File: src/rtl/rom_card_params.svh
// Constants for the speech ROM card address demultiplexer.
// Assumes a single 50 MHz core clock and synchronous active-high reset.
`ifndef ROM_CARD_PARAMS_SVH
`define ROM_CARD_PARAMS_SVH

`define BUS_W          8
`define ADDR_W         20
`define HIGH_W         4
`define HIGH_RST       4'h0
`define MED_RST        8'h00
`define LOW_RST        8'h00
`define DATA_RST       8'h00
`define CARD_BYTES     20'h4_0000
`define VCARD_BIT      17
`define ROW_LSB        14
`define DEVICES        16
`define BLK_LSB        18

`endif

File: src/rtl/rom_card_pkg.sv
// Types shared by the speech ROM card address demultiplexer.
// Assumes the constants header is on the include path.
`include "rom_card_params.svh"
package rom_card_pkg;
   typedef logic [`BUS_W-1:0]   bus_byte_t;
   typedef logic [`ADDR_W-1:0]  mem_addr_t;
   typedef logic [`DEVICES-1:0] dev_sel_t;
endpackage

File: src/rtl/speech_rom_card_address_mux.sv
// Address demultiplexer and decoder of the speech ROM card.
// Assumes every backplane pin, the direction line included, is asynchronous
// and is synchronised here, while memory read data comes from core_clk_in logic.
// Functional notes
// - Rebuild 20-bit address from 8-bit transfers.
// - High load captures bus into high latch.
// - Medium load captures bus into medium latch.
// - Low byte taken live from the bus.
// - Decode table yields chip and write enables.
// - Card enable only inside memory range.
// - Read strobe gates output enables; row gives chip enables.
// - Read data driven only with strobe and enable.
// - 256 kbytes as two virtual cards.
`timescale 1ns/1ps
`include "rom_card_params.svh"
module speech_rom_card_address_mux
(
   input  wire logic                     core_clk_in,
   input  wire logic                     sys_rst_in,
   input  wire rom_card_pkg::bus_byte_t  bus_data_in,
   input  wire logic                     load_high_in,
   input  wire logic                     load_med_in,
   input  wire logic                     data_strobe_in,
   input  wire logic                     write_in,
   input  wire logic [2:0]               card_block_number_in,
   input  wire rom_card_pkg::bus_byte_t  mem_rdata_in,
   output logic                          card_enable_out,
   output rom_card_pkg::mem_addr_t       mem_addr_out,
   output rom_card_pkg::dev_sel_t        chip_enable_out,
   output rom_card_pkg::dev_sel_t        output_enable_out,
   output rom_card_pkg::dev_sel_t        write_enable_out,
   output logic                          virtual_card_out,
   output rom_card_pkg::bus_byte_t       bus_data_out,
   output logic                          bus_data_oe_n_out
);
   import rom_card_pkg::*;

   // ==================================================================
   // Pin synchronisers
   // ==================================================================
   // Every backplane pin passes two flops; only the second stage is read.
   bus_byte_t        bus_s1_ff, bus_s2_ff;
   logic [2:0]       str_s1_ff, str_s2_ff;
   logic [2:0]       blk_s1_ff, blk_s2_ff;
   logic             wr_s1_ff, wr_s2_ff;

   // Two-stage capture of bus and strobes.
   always_ff @(posedge core_clk_in)
   begin
      if (sys_rst_in)
      begin
         bus_s1_ff <= `LOW_RST;
         bus_s2_ff <= `LOW_RST;
         str_s1_ff <= 3'h0;
         str_s2_ff <= 3'h0;
         blk_s1_ff <= 3'h0;
         blk_s2_ff <= 3'h0;
         wr_s1_ff  <= 1'b0;
         wr_s2_ff  <= 1'b0;
      end
      else
      begin
         bus_s1_ff <= bus_data_in;
         bus_s2_ff <= bus_s1_ff;
         str_s1_ff <= {load_high_in, load_med_in, data_strobe_in};
         str_s2_ff <= str_s1_ff;
         blk_s1_ff <= card_block_number_in;
         blk_s2_ff <= blk_s1_ff;
         // Direction travels with the strobe, so both reach the decode together.
         wr_s1_ff  <= write_in;
         wr_s2_ff  <= wr_s1_ff;
      end
   end

   // ==================================================================
   // Address latches
   // ==================================================================
   logic [`HIGH_W-1:0] high_ff;
   bus_byte_t          med_ff;

   // Latches change only on their own load, so data reads within a page
   // need only a fresh low byte.
   always_ff @(posedge core_clk_in)
   begin
      if (sys_rst_in)
      begin
         high_ff <= `HIGH_RST;
         med_ff  <= `MED_RST;
      end
      else
      begin
         if (str_s2_ff[2])
            high_ff <= bus_s2_ff[`HIGH_W-1:0];
         if (str_s2_ff[1])
            med_ff <= bus_s2_ff;
      end
   end

   // ==================================================================
   // Address assembly and decode table
   // ==================================================================
   mem_addr_t  nxt_addr;
   logic       nxt_in_range;
   dev_sel_t   nxt_dev;
   logic       strobe_ok;
   logic       bus_is_load;

   // The low byte is the live bus, never latched.
   assign nxt_addr = {high_ff, med_ff, bus_s2_ff};
   // The top two bits select the card block; the switch names ours.
   assign nxt_in_range = ({1'b0, nxt_addr[`ADDR_W-1:`BLK_LSB]} == blk_s2_ff);
   assign bus_is_load  = str_s2_ff[2] | str_s2_ff[1];
   assign strobe_ok    = str_s2_ff[0] & ~bus_is_load;

   // Table lookup: one device per 16 kbyte row across 256 kbytes.
   generate
      for (genvar i = 0; i < `DEVICES; i++)
      begin : g_dev
         assign nxt_dev[i] = nxt_in_range
                             & (nxt_addr[`BLK_LSB-1:`ROW_LSB] == 4'(i));
      end
   endgenerate

   // ==================================================================
   // Registered memory-side outputs
   // ==================================================================
   always_ff @(posedge core_clk_in)
   begin
      if (sys_rst_in)
      begin
         card_enable_out   <= 1'b0;
         mem_addr_out      <= '0;
         chip_enable_out   <= '0;
         output_enable_out <= '0;
         write_enable_out  <= '0;
         virtual_card_out  <= 1'b0;
      end
      else
      begin
         card_enable_out   <= nxt_in_range;
         mem_addr_out      <= nxt_addr;
         chip_enable_out   <= nxt_dev;
         // Outputs open only for reads under strobe; a ROM never writes,
         // but the table keeps the write lines for RAM variants.
         output_enable_out <= (strobe_ok & ~wr_s2_ff) ? nxt_dev : '0;
         write_enable_out  <= (strobe_ok & wr_s2_ff) ? nxt_dev : '0;
         virtual_card_out  <= nxt_addr[`VCARD_BIT];
      end
   end

   // ==================================================================
   // Backplane data buffer
   // ==================================================================
   // Drives only while strobe and card enable agree; enable low = drive.
   always_ff @(posedge core_clk_in)
   begin
      if (sys_rst_in)
      begin
         bus_data_out      <= `DATA_RST;
         bus_data_oe_n_out <= 1'b1;
      end
      else
      begin
         bus_data_out      <= mem_rdata_in;
         bus_data_oe_n_out <= ~(strobe_ok & ~wr_s2_ff & nxt_in_range);
      end
   end

   // ==================================================================
   // Assertions
   // ==================================================================
   property p_high_load;
      @(posedge core_clk_in) disable iff (sys_rst_in)
      str_s2_ff[2] |=> high_ff == $past(bus_s2_ff[`HIGH_W-1:0]);
   endproperty
   a_high_load: assert property (p_high_load) else $error("high latch missed load");

   property p_med_load;
      @(posedge core_clk_in) disable iff (sys_rst_in)
      str_s2_ff[1] |=> med_ff == $past(bus_s2_ff);
   endproperty
   a_med_load: assert property (p_med_load) else $error("medium latch missed load");

   property p_hold;
      @(posedge core_clk_in) disable iff (sys_rst_in)
      !str_s2_ff[2] && !str_s2_ff[1] |=> $stable(high_ff) && $stable(med_ff);
   endproperty
   a_hold: assert property (p_hold) else $error("latch changed without load");

   property p_addr;
      @(posedge core_clk_in) disable iff (sys_rst_in)
      1 |=> mem_addr_out == {$past(high_ff), $past(med_ff), $past(bus_s2_ff)};
   endproperty
   a_addr: assert property (p_addr) else $error("address assembled wrong");

   property p_range;
      @(posedge core_clk_in) disable iff (sys_rst_in)
      card_enable_out |-> mem_addr_out[`ADDR_W-1:`BLK_LSB] == $past(blk_s2_ff[1:0]) && !$past(blk_s2_ff[2]);
   endproperty
   a_range: assert property (p_range) else $error("card enabled out of range");

   property p_one_ce;
      @(posedge core_clk_in) disable iff (sys_rst_in)
      $onehot0(chip_enable_out) && (card_enable_out == (chip_enable_out != '0));
   endproperty
   a_one_ce: assert property (p_one_ce) else $error("chip enables disagree");

   property p_oe_in_ce;
      @(posedge core_clk_in) disable iff (sys_rst_in)
      (output_enable_out & ~chip_enable_out) == '0;
   endproperty
   a_oe_in_ce: assert property (p_oe_in_ce) else $error("output enable without chip enable");

   property p_drive;
      @(posedge core_clk_in) disable iff (sys_rst_in)
      !bus_data_oe_n_out |-> card_enable_out && $past(str_s2_ff[0]);
   endproperty
   a_drive: assert property (p_drive) else $error("bus driven without strobe");

   property p_vcard;
      @(posedge core_clk_in) disable iff (sys_rst_in)
      1 |=> virtual_card_out == $past(high_ff[`VCARD_BIT-`ADDR_W+`HIGH_W]);
   endproperty
   a_vcard: assert property (p_vcard) else $error("virtual card select wrong");
endmodule

File: config.mk
export PLATFORM = sky130hd
export DESIGN_NAME = speech_rom_card_address_mux
export DESIGN_NICKNAME = d
export VERILOG_FILES = /design/src/rtl/rom_card_pkg.sv /design/src/rtl/speech_rom_card_address_mux.sv
export VERILOG_INCLUDE_DIRS = /design/src /design/src/rtl
export SDC_FILE = /design/constraint.sdc
export NUM_CORES = 1
export LEC_CHECK = 0
export ABC_AREA = 1
export ABC_CLOCK_PERIOD_IN_PS = 3000
export BUFFER_PORTS_ARGS = -buffer_cell sky130_fd_sc_hd__buf_2
export CORE_MARGIN = 2
export CORE_UTILIZATION = 50
export CTS_BUF_LIST = sky130_fd_sc_hd__clkbuf_8
export CTS_CLUSTER_SIZE = 14
export DETAILED_ROUTE_END_ITERATION = 8
export PLACE_DENSITY = 0.88
export SYNTH_ARGS = -nofsm -noshare
export SYNTH_HDL_FRONTEND = slang
export SYNTH_SLANG_ARGS = --single-unit
File: constraint.sdc
create_clock -name core_clk_in -period 3 [get_ports core_clk_in]
set_input_delay 0.15 -clock core_clk_in [delete_from_list [all_inputs] [get_ports core_clk_in]]
set_output_delay 0.15 -clock core_clk_in [all_outputs]
set_load 0.01 [all_outputs]
==> flow_metrics.tcl, run 1 <==
set metrics [dict create \
    routed_wl_um 7260 \
    antenna_found_initial 0 \
    start_util_pct 51.2 \
    syn_nets 394 \
    clk_latency_ps 420 \
    path_max_fanout 16 \
    nNetsFinal 527 \
    status "finished clean" \
    stdcell_area_um2 4690 \
    finalWeightedCongestion 0.803 \
    cts-root-buf "clkbuf_8" \
    r2r-end "write_enable_out[12]" \
    routed_via_density 4.46 \
    grt_max_degree 59 \
    dr.pass1.iters 4 \
    cts_tree "done" \
    critPathKind "reg2reg" \
    seqCellArea_um2 2400 \
    r2r_slack_ps 1730 \
    period_share_pct 42.4 \
    power.density_nw_per_um2 754 \
    synthCells 369 \
    pre_cts_ws_ps 1780 \
    arrival_ps 1610 \
    area_delta_synth_final_pct 36.3 \
    seq_area_frac_synth_pct 69.8 \
    post-cts-setup-buffers 0 \
    hold_viol_final 0 \
    clock_sinks 120 \
    worst_slack_ps 1730 \
    syn_avg_cell_area_um2 9.33 \
    antenna_cells 0 \
    drc_errors 0 \
    startpoint_type "register" \
    die_y_um 87.0 \
    cts_buffers 17 \
    end_kind "register" \
    overflow 0 \
    first_iter_violations 81 \
    yosys.area_share.simple_pct 16.8 \
    finalNonFillerCells 595 \
    multi_input_area_um2 698 \
    min_to "high_ff[1]" \
    postCtsHoldBufs 23 \
    fmax_ghz 0.786 \
    yosysUniqueCellTypes 16 \
    io_pins 104 \
    finalHoldWorstSlack_ps 128 \
    portBuffers 103 \
    grt_pass1_vias 2555 \
    drive_above_1_share_pct 28.3 \
    synth_compound_area_share_pct 3.49 \
    core_um2 6720 \
    grt_usage_pct 20.3 \
    synth-seq-cells 120 \
    tns_ps 0 \
    critical_path_required_ps 3340 \
    synth_mux_area_share_pct 0 \
    cts_resized 0 \
    synth_top_family_by_area "simple AND/OR/NAND/NOR gates" \
    placed_area_um2 3980 \
    worstMarginPinSlew_ps 553 \
    dieWidth_um 87.0 \
    syn_area_um2 3440 \
    hold_depth 4 \
    clockBufferDepth 2 \
    slew_headroom_pct 63.1 \
    reg2regPathDepth 5 \
    synth_adder_area_share_pct 0 \
    skew_ps 7.33 \
    dieArea_um2 7570 \
    avgRoutedWirePerCell_um 12.2 \
    synth_warnings 0 \
    hpwl_um 4490 \
    finalSetupViolCount 0 \
    fp-row-count 30 \
    num_vias 2653 \
    grt_pass1_wl_um 11500 \
    path_clk_slew_ps 70 \
    synth-xor-area-share_pct 0 \
    rr_startpoint "str_s2_ff[1]" \
    ant_nets 0 \
    htreeDepth 4 \
    post-route-min-period_ps 1270 \
    final_max_slew_viol_count 0 \
    hp-class "in2reg" \
    maxCapViolCount 0 \
    fillerInstances 469 \
    leakagePower_uw 0.00231 \
    peakVddDrop_mv 0.429 \
    numPlacedInstances 540 \
    rsz0062_at_grt "false" \
    min_from "sys_rst_in" \
]
[per-layer routing]
metal / wire length [um] / GRT usage, % / vias to the layer above
li1: - / - / 1337
met1: 2810 / 20.0 / 1199
met2: 3770 / 36.8 / 101
met3: 557 / 7.77 / 16
met4: 123 / 9.80 / 0
met5: 0 / 0 / -
[where the power goes]
| group | internal (uW) | switching [uW] |
|---|---|---|
| registers | 1640 | 19.1 |
| logic | 67.8 | 92.1 |
| clock network | 1080 | 647 |
| total | 2780 | 758 |
[cells in the final DEF (no fill, tap or decap), types with 3 or more instances in the layout]
| cell type | instances |
|---|---|
| clkinvlp_4 | 4 |
| buf_2 | 103 |
| nor2_2 | 3 |
| nor2_1 | 111 |
| dlygate4sd3_1 | 23 |
| o21ai_0 | 12 |
| nand2_2 | 3 |
| inv_1 | 67 |
| dfxtp_1 | 120 |
| clkinv_4 | 3 |
| nand2_1 | 23 |
| clkbuf_8 | 17 |
| a21oi_1 | 12 |
| bufinv_16 | 6 |
[per-stage QoR]
stage,util (%),total power (uW)
floorplan,-,1780
global placement,59.2,1820
detailed placement,59.2,1830
CTS,69.9,3560
global route,69.9,3660
finish,69.9,3540
[synthesized netlist by cell type]
cell,count,share of area (%)
buf_6,4,1.3
o21ai_0,12,1.7
nor2_1,111,12
buf_2,4,0.58
inv_1,67,7.3
nor2_4,2,0.65
inv_2,1,0.11
dfxtp_1,120,70
nor2_2,3,0.55
a21oi_1,12,1.7
clkbuf_1,4,0.44
nand2_2,3,0.55
nand3_2,1,0.29
nand3_1,1,0.15
buf_4,1,0.22
nand2_1,23,2.5
[cell type report]
class	instances	area share (%)
tap	80	2.13
timing repair buffer	127	16.0
sequential	120	51.2
inverter	68	5.44
clock inverter	15	5.33
multi-input combinational	168	14.9
clock buffer	17	4.99
[registers in the layout (all words and copies together), names as in the netlist, 4 cells and up]
| register | cells |
|---|---|
| bus_data_out | 8 |
| bus_s1_ff | 8 |
| bus_s2_ff | 8 |
| chip_enable_out | 16 |
| high_ff | 4 |
| med_ff | 8 |
| mem_addr_out | 20 |
| output_enable_out | 16 |
| write_enable_out | 16 |
[worst max-delay path by stage]
stage | from | to | slack [ps]
2_1_floorplan | str_s2_ff[1] | output_enable_out[11] | 1950
3_3_place_gp | str_s2_ff[1] | write_enable_out[12] | 1850
3_5_place_dp | str_s2_ff[1] | write_enable_out[12] | 1780
4_1_cts | str_s2_ff[1] | output_enable_out[5] | 1730
5_1_grt | str_s2_ff[1] | output_enable_out[5] | 1630
6_report | str_s2_ff[1] | write_enable_out[12] | 1730
[logic make-up after synthesis]
group	after synthesis
flip-flops	120
buffers and inverters	81
AO/OA/AOI/OAI	24
AND/OR/NAND/NOR	144
[critical path, cell delays in order (launching register included)]
cell and delay (ps):
dfxtp_1 410, nor2_4 160, nand3_2 90, nor2_2 100, nand2_2 220, nor2_1 210
(Power assumes the default switching activity.)
==> run 2, diff against run 1 <==
Settings changed: ABC_CLOCK_PERIOD_IN_PS 3000 to 1300.
Clock period 3 ns to 1.3 ns, I/O delays scaled along.
==> flow_metrics.tcl, run 2 (synthesis gave the netlist of run 1 again) <==
set metrics [dict create \
    status "finished clean" \
    finalSetupViolCount 0 \
    avgRoutedWirePerCell_um 11.1 \
    drive_above_1_share_pct 28.5 \
    first_iter_violations 76 \
    clk_latency_ps 410 \
    tns_ps 0 \
    power.density_nw_per_um2 1670 \
    cts_tree "done" \
    path_clk_slew_ps 70 \
    io_pins 104 \
    multi_input_area_um2 698 \
    peakVddDrop_mv 1.19 \
    drc_errors 0 \
    rsz0062_at_grt "false" \
    routed_via_density 4.30 \
    core_um2 6720 \
    htreeDepth 4 \
    routed_wl_um 6620 \
    critical_path_required_ps 1630 \
    cts_buffers 17 \
    area_delta_synth_final_pct 35.4 \
    arrival_ps 1500 \
    r2r_slack_ps 130 \
    fmax_ghz 0.854 \
    finalWeightedCongestion 0.792 \
    final_max_slew_viol_count 0 \
    path_max_fanout 16 \
    leakagePower_uw 0.00231 \
    postCtsHoldBufs 23 \
    seqCellArea_um2 2400 \
    num_vias 2563 \
    clock_sinks 120 \
    utilization_pct 69.4 \
    top_register "mem_addr_out" \
    final_common_cell "dfxtp_1" \
    worstMarginPinSlew_ps 552 \
    hold_viol_final 0 \
    critPathKind "reg2reg" \
    fp-row-count 30 \
    cts-root-buf "clkbuf_8" \
    hp-class "in2reg" \
    slew_headroom_pct 63.2 \
    fillerInstances 484 \
    overflow 0 \
    maxCapViolCount 0 \
    dr.pass1.iters 4 \
    end_kind "register" \
    dieWidth_um 87.0 \
    grt_usage_pct 18.9 \
    antenna_found_initial 0 \
    startpoint_type "register" \
    largest_register_ffs 20 \
    clockBufferDepth 2 \
    start_util_pct 51.2 \
    ant_nets 0 \
    grt_pass1_vias 2444 \
    portBuffers 103 \
    period_share_pct 90.1 \
    dieArea_um2 7570 \
    antenna_cells 0 \
    hpwl_um 4220 \
    grt_pass1_wl_um 10800 \
    die_y_um 87.0 \
    nNetsFinal 528 \
    grt_max_degree 59 \
    skew_ps 11.6 \
    most-common-layout-cells "dfxtp_1 (120), nor2_1 (111), buf_2 (103)" \
    post-cts-setup-buffers 0 \
    post-route-min-period_ps 1170 \
    cts_resized 0 \
]
[run 2: cell count changes in the layout (fill, tap and decap cells not counted), sizes merged]
cell	delta
buf	+1
clkbuf	+3
clkinvlp	-1
bufinv	-2
[run 2: worst paths after layout]
path / from / endpoint / depth (start not counted)
worst max-delay path: high_ff[2] / write_enable_out[9] / 6
worst min-delay path: sys_rst_in / med_ff[3] / 4
worst max register to register: high_ff[2] / write_enable_out[9] / 6
worst min register to register: bus_s1_ff[2] / bus_s2_ff[2] / 2
[run 2: routing by layer]
layer	share of wire, %	track usage (%)
met5	0	0
met3	8.1	8.53
met4	1.7	9.38
met1	42	20.0
met2	48	31.6
[run 2: stage by stage]
stage	hold slack (ps)	power (uW)	setup WS, ps	instance area [um^2]	instances
floorplan	172	4100	252	3440	369
global placement	262	4200	214	3990	541
detailed placement	271	4210	135	3990	541
CTS	10.9	7870	114	4660	596
global route	33.8	8110	11.7	4660	596
finish	42.7	7800	129	4660	596
[run 2: worst max-delay path: stages, from the launching register on]
cell and delay [ps]:
dfxtp_1 330, inv_1 60, nand2_1 60, nand3_1 100, nor2_4 140, nand2_2 210, nor2_1 190
[run 2: layout make-up]
type | instances | share of cell area, %
Clock buffer | 20 | 5.90
Clock inverter | 12 | 3.68
Inverter | 68 | 5.47
Multi-Input combinational cell | 168 | 15.0
Sequential cell | 120 | 51.5
Tap cell | 80 | 2.15
Timing Repair Buffer | 128 | 16.3
[run 2: power breakdown]
part           total, uW  switching, uW  internal, uW  leakage (uW)
sequential          3820           40.5          3780      0.000979
clock               3620           1380          2240      0.000221
combinational        364            206           158       0.00111
total               7800           1630          6170       0.00231
==> run 3, diff against run 2 <==
Settings changed: RECOVER_POWER set to 25.
==> flow_metrics.tcl, run 3 (synthesis gave the netlist of run 1 again) <==
set metrics [dict create \
    status "finished clean" \
    grt_pass1_wl_um 10800 \
    peakVddDrop_mv 1.19 \
    power.density_nw_per_um2 1680 \
    grt_max_degree 59 \
    first_iter_violations 85 \
    stdcell_area_um2 4660 \
    cts_tree "done" \
    finalWeightedCongestion 0.792 \
    placed_area_um2 3990 \
    worstMarginPinSlew_ps 1100 \
    met1_usage_pct 20.0 \
    critical_path_required_ps 1630 \
    drc_errors 0 \
    arrival_ps 1500 \
    finalNonFillerCells 596 \
    grt_pass1_vias 2444 \
    skew_ps 8.90 \
    post-cts-setup-buffers 0 \
    dieArea_um2 7570 \
    hold_viol_final 0 \
    htreeDepth 4 \
    overflow 0 \
    worst_slack_ps 127 \
    most-common-layout-cells "dfxtp_1 (120), nor2_1 (111), buf_2 (102)" \
    drive_above_1_share_pct 28.3 \
    r2r_slack_ps 130 \
    clk_latency_ps 420 \
    antenna_cells 0 \
    finalHoldWorstSlack_ps 82.2 \
    nNetsFinal 528 \
    end_kind "register" \
    multi_input_area_um2 698 \
    use_met3_pct 8.53 \
    largest_register_ffs 20 \
    finalSetupViolCount 0 \
    start_util_pct 51.2 \
    clock_sinks 120 \
    cp_slowest_cell "dfxtp_1" \
    num_vias 2563 \
    fillerInstances 485 \
    top_register "mem_addr_out" \
    pre_cts_ws_ps 135 \
    ant_nets 0 \
    fmax_ghz 0.853 \
    io_pins 104 \
    dieWidth_um 87.0 \
    startpoint_type "register" \
    die_y_um 87.0 \
    routed_wl_um 6630 \
    cts_buffers 17 \
    avgRoutedWirePerCell_um 11.1 \
    period_share_pct 90.2 \
    path_clk_slew_ps 70 \
    clockBufferDepth 2 \
    maxCapViolCount 0 \
    cts-root-buf "clkbuf_8" \
    hpwl_um 4220 \
    grt.busiest_layer "met2" \
    slew_headroom_pct 26.6 \
    tns_ps 0 \
    path_max_fanout 16 \
    numPlacedInstances 541 \
    rsz0062_at_grt "false" \
    final_max_slew_viol_count 0 \
    hp-class "in2reg" \
    final_common_cell "dfxtp_1" \
    met2_usage_pct 31.6 \
    critPathKind "reg2reg" \
    antenna_found_initial 0 \
    routed_via_density 4.30 \
    cp_slowest_stage_delay_ps 330 \
    area_delta_synth_final_pct 35.3 \
    portBuffers 103 \
    dr.pass1.iters 4 \
    core_um2 6720 \
    grt_usage_pct 18.9 \
    seqCellArea_um2 2400 \
    path_cells "inv_1, nand2_1, nand3_1, nor2_4, nand2_2, nor2_1" \
    leakagePower_uw 0.00231 \
    post-route-min-period_ps 1170 \
    fp-row-count 30 \
]
[run 3: cell types whose count changed in the layout (fill, tap and decap cells not counted)]
cell,before,now
buf_2,103,102
buf_4,2,1
clkbuf_1,0,1
clkbuf_2,0,1
[run 3: worst paths after layout]
kind,startpoint,endpoint,depth (start not counted)
min reg2reg,bus_s1_ff[2],bus_s2_ff[2],2
max reg2reg,high_ff[2],write_enable_out[9],6
min,sys_rst_in,med_ff[4],4
max,high_ff[2],write_enable_out[9],6
[run 3: worst max-delay path: cells and delay by family (launching register included)]
kind	cells	cell delay [ps]
buffers and inverters	1	60
flip-flops	1	330
AND/OR/NAND/NOR	5	700
[run 3: stage by stage]
| stage | utilization (%) | power [uW] |
|---|---|---|
| 6_report | 69.3 | 7810 |
| 5_1_grt | 69.3 | 8110 |
| 4_1_cts | 69.4 | 7870 |
| 3_5_place_dp | 59.3 | 4210 |
| 3_3_place_gp | 59.3 | 4200 |
| 2_1_floorplan | - | 4100 |
[run 3: cell type report]
| class | instances | area share, % |
|---|---|---|
| Sequential cell | 120 | 51.6 |
| Multi-Input combinational cell | 168 | 15.0 |
| Tap cell | 80 | 2.15 |
| Inverter | 68 | 5.48 |
| Timing Repair Buffer | 128 | 16.2 |
| Clock inverter | 12 | 3.68 |
| Clock buffer | 20 | 5.91 |
[run 3: power breakdown]
| group | total [uW] | internal, uW | switching [uW] | leakage (uW) |
|---|---|---|---|---|
| logic | 363 | 157 | 206 | 0.00111 |
| registers | 3820 | 3780 | 40.6 | 0.000979 |
| clock network | 3620 | 2230 | 1390 | 0.000221 |
| total | 7810 | 6170 | 1640 | 0.00231 |
[run 3: what timing repair did]
action / 4_1_cts / 5_1_grt
gates resized for setup: 0 / 0
endpoints found under the hold margin: 23 / 0
hold buffers: 23 / 0
[run 3: metal layers]
layer	up-vias	share of wire, %	wire [um]
met1	1105	42	2780
met2	101	48	3170
met5	-	0	0
met4	0	2.5	165
li1	1340	-	-
met3	17	7.7	508
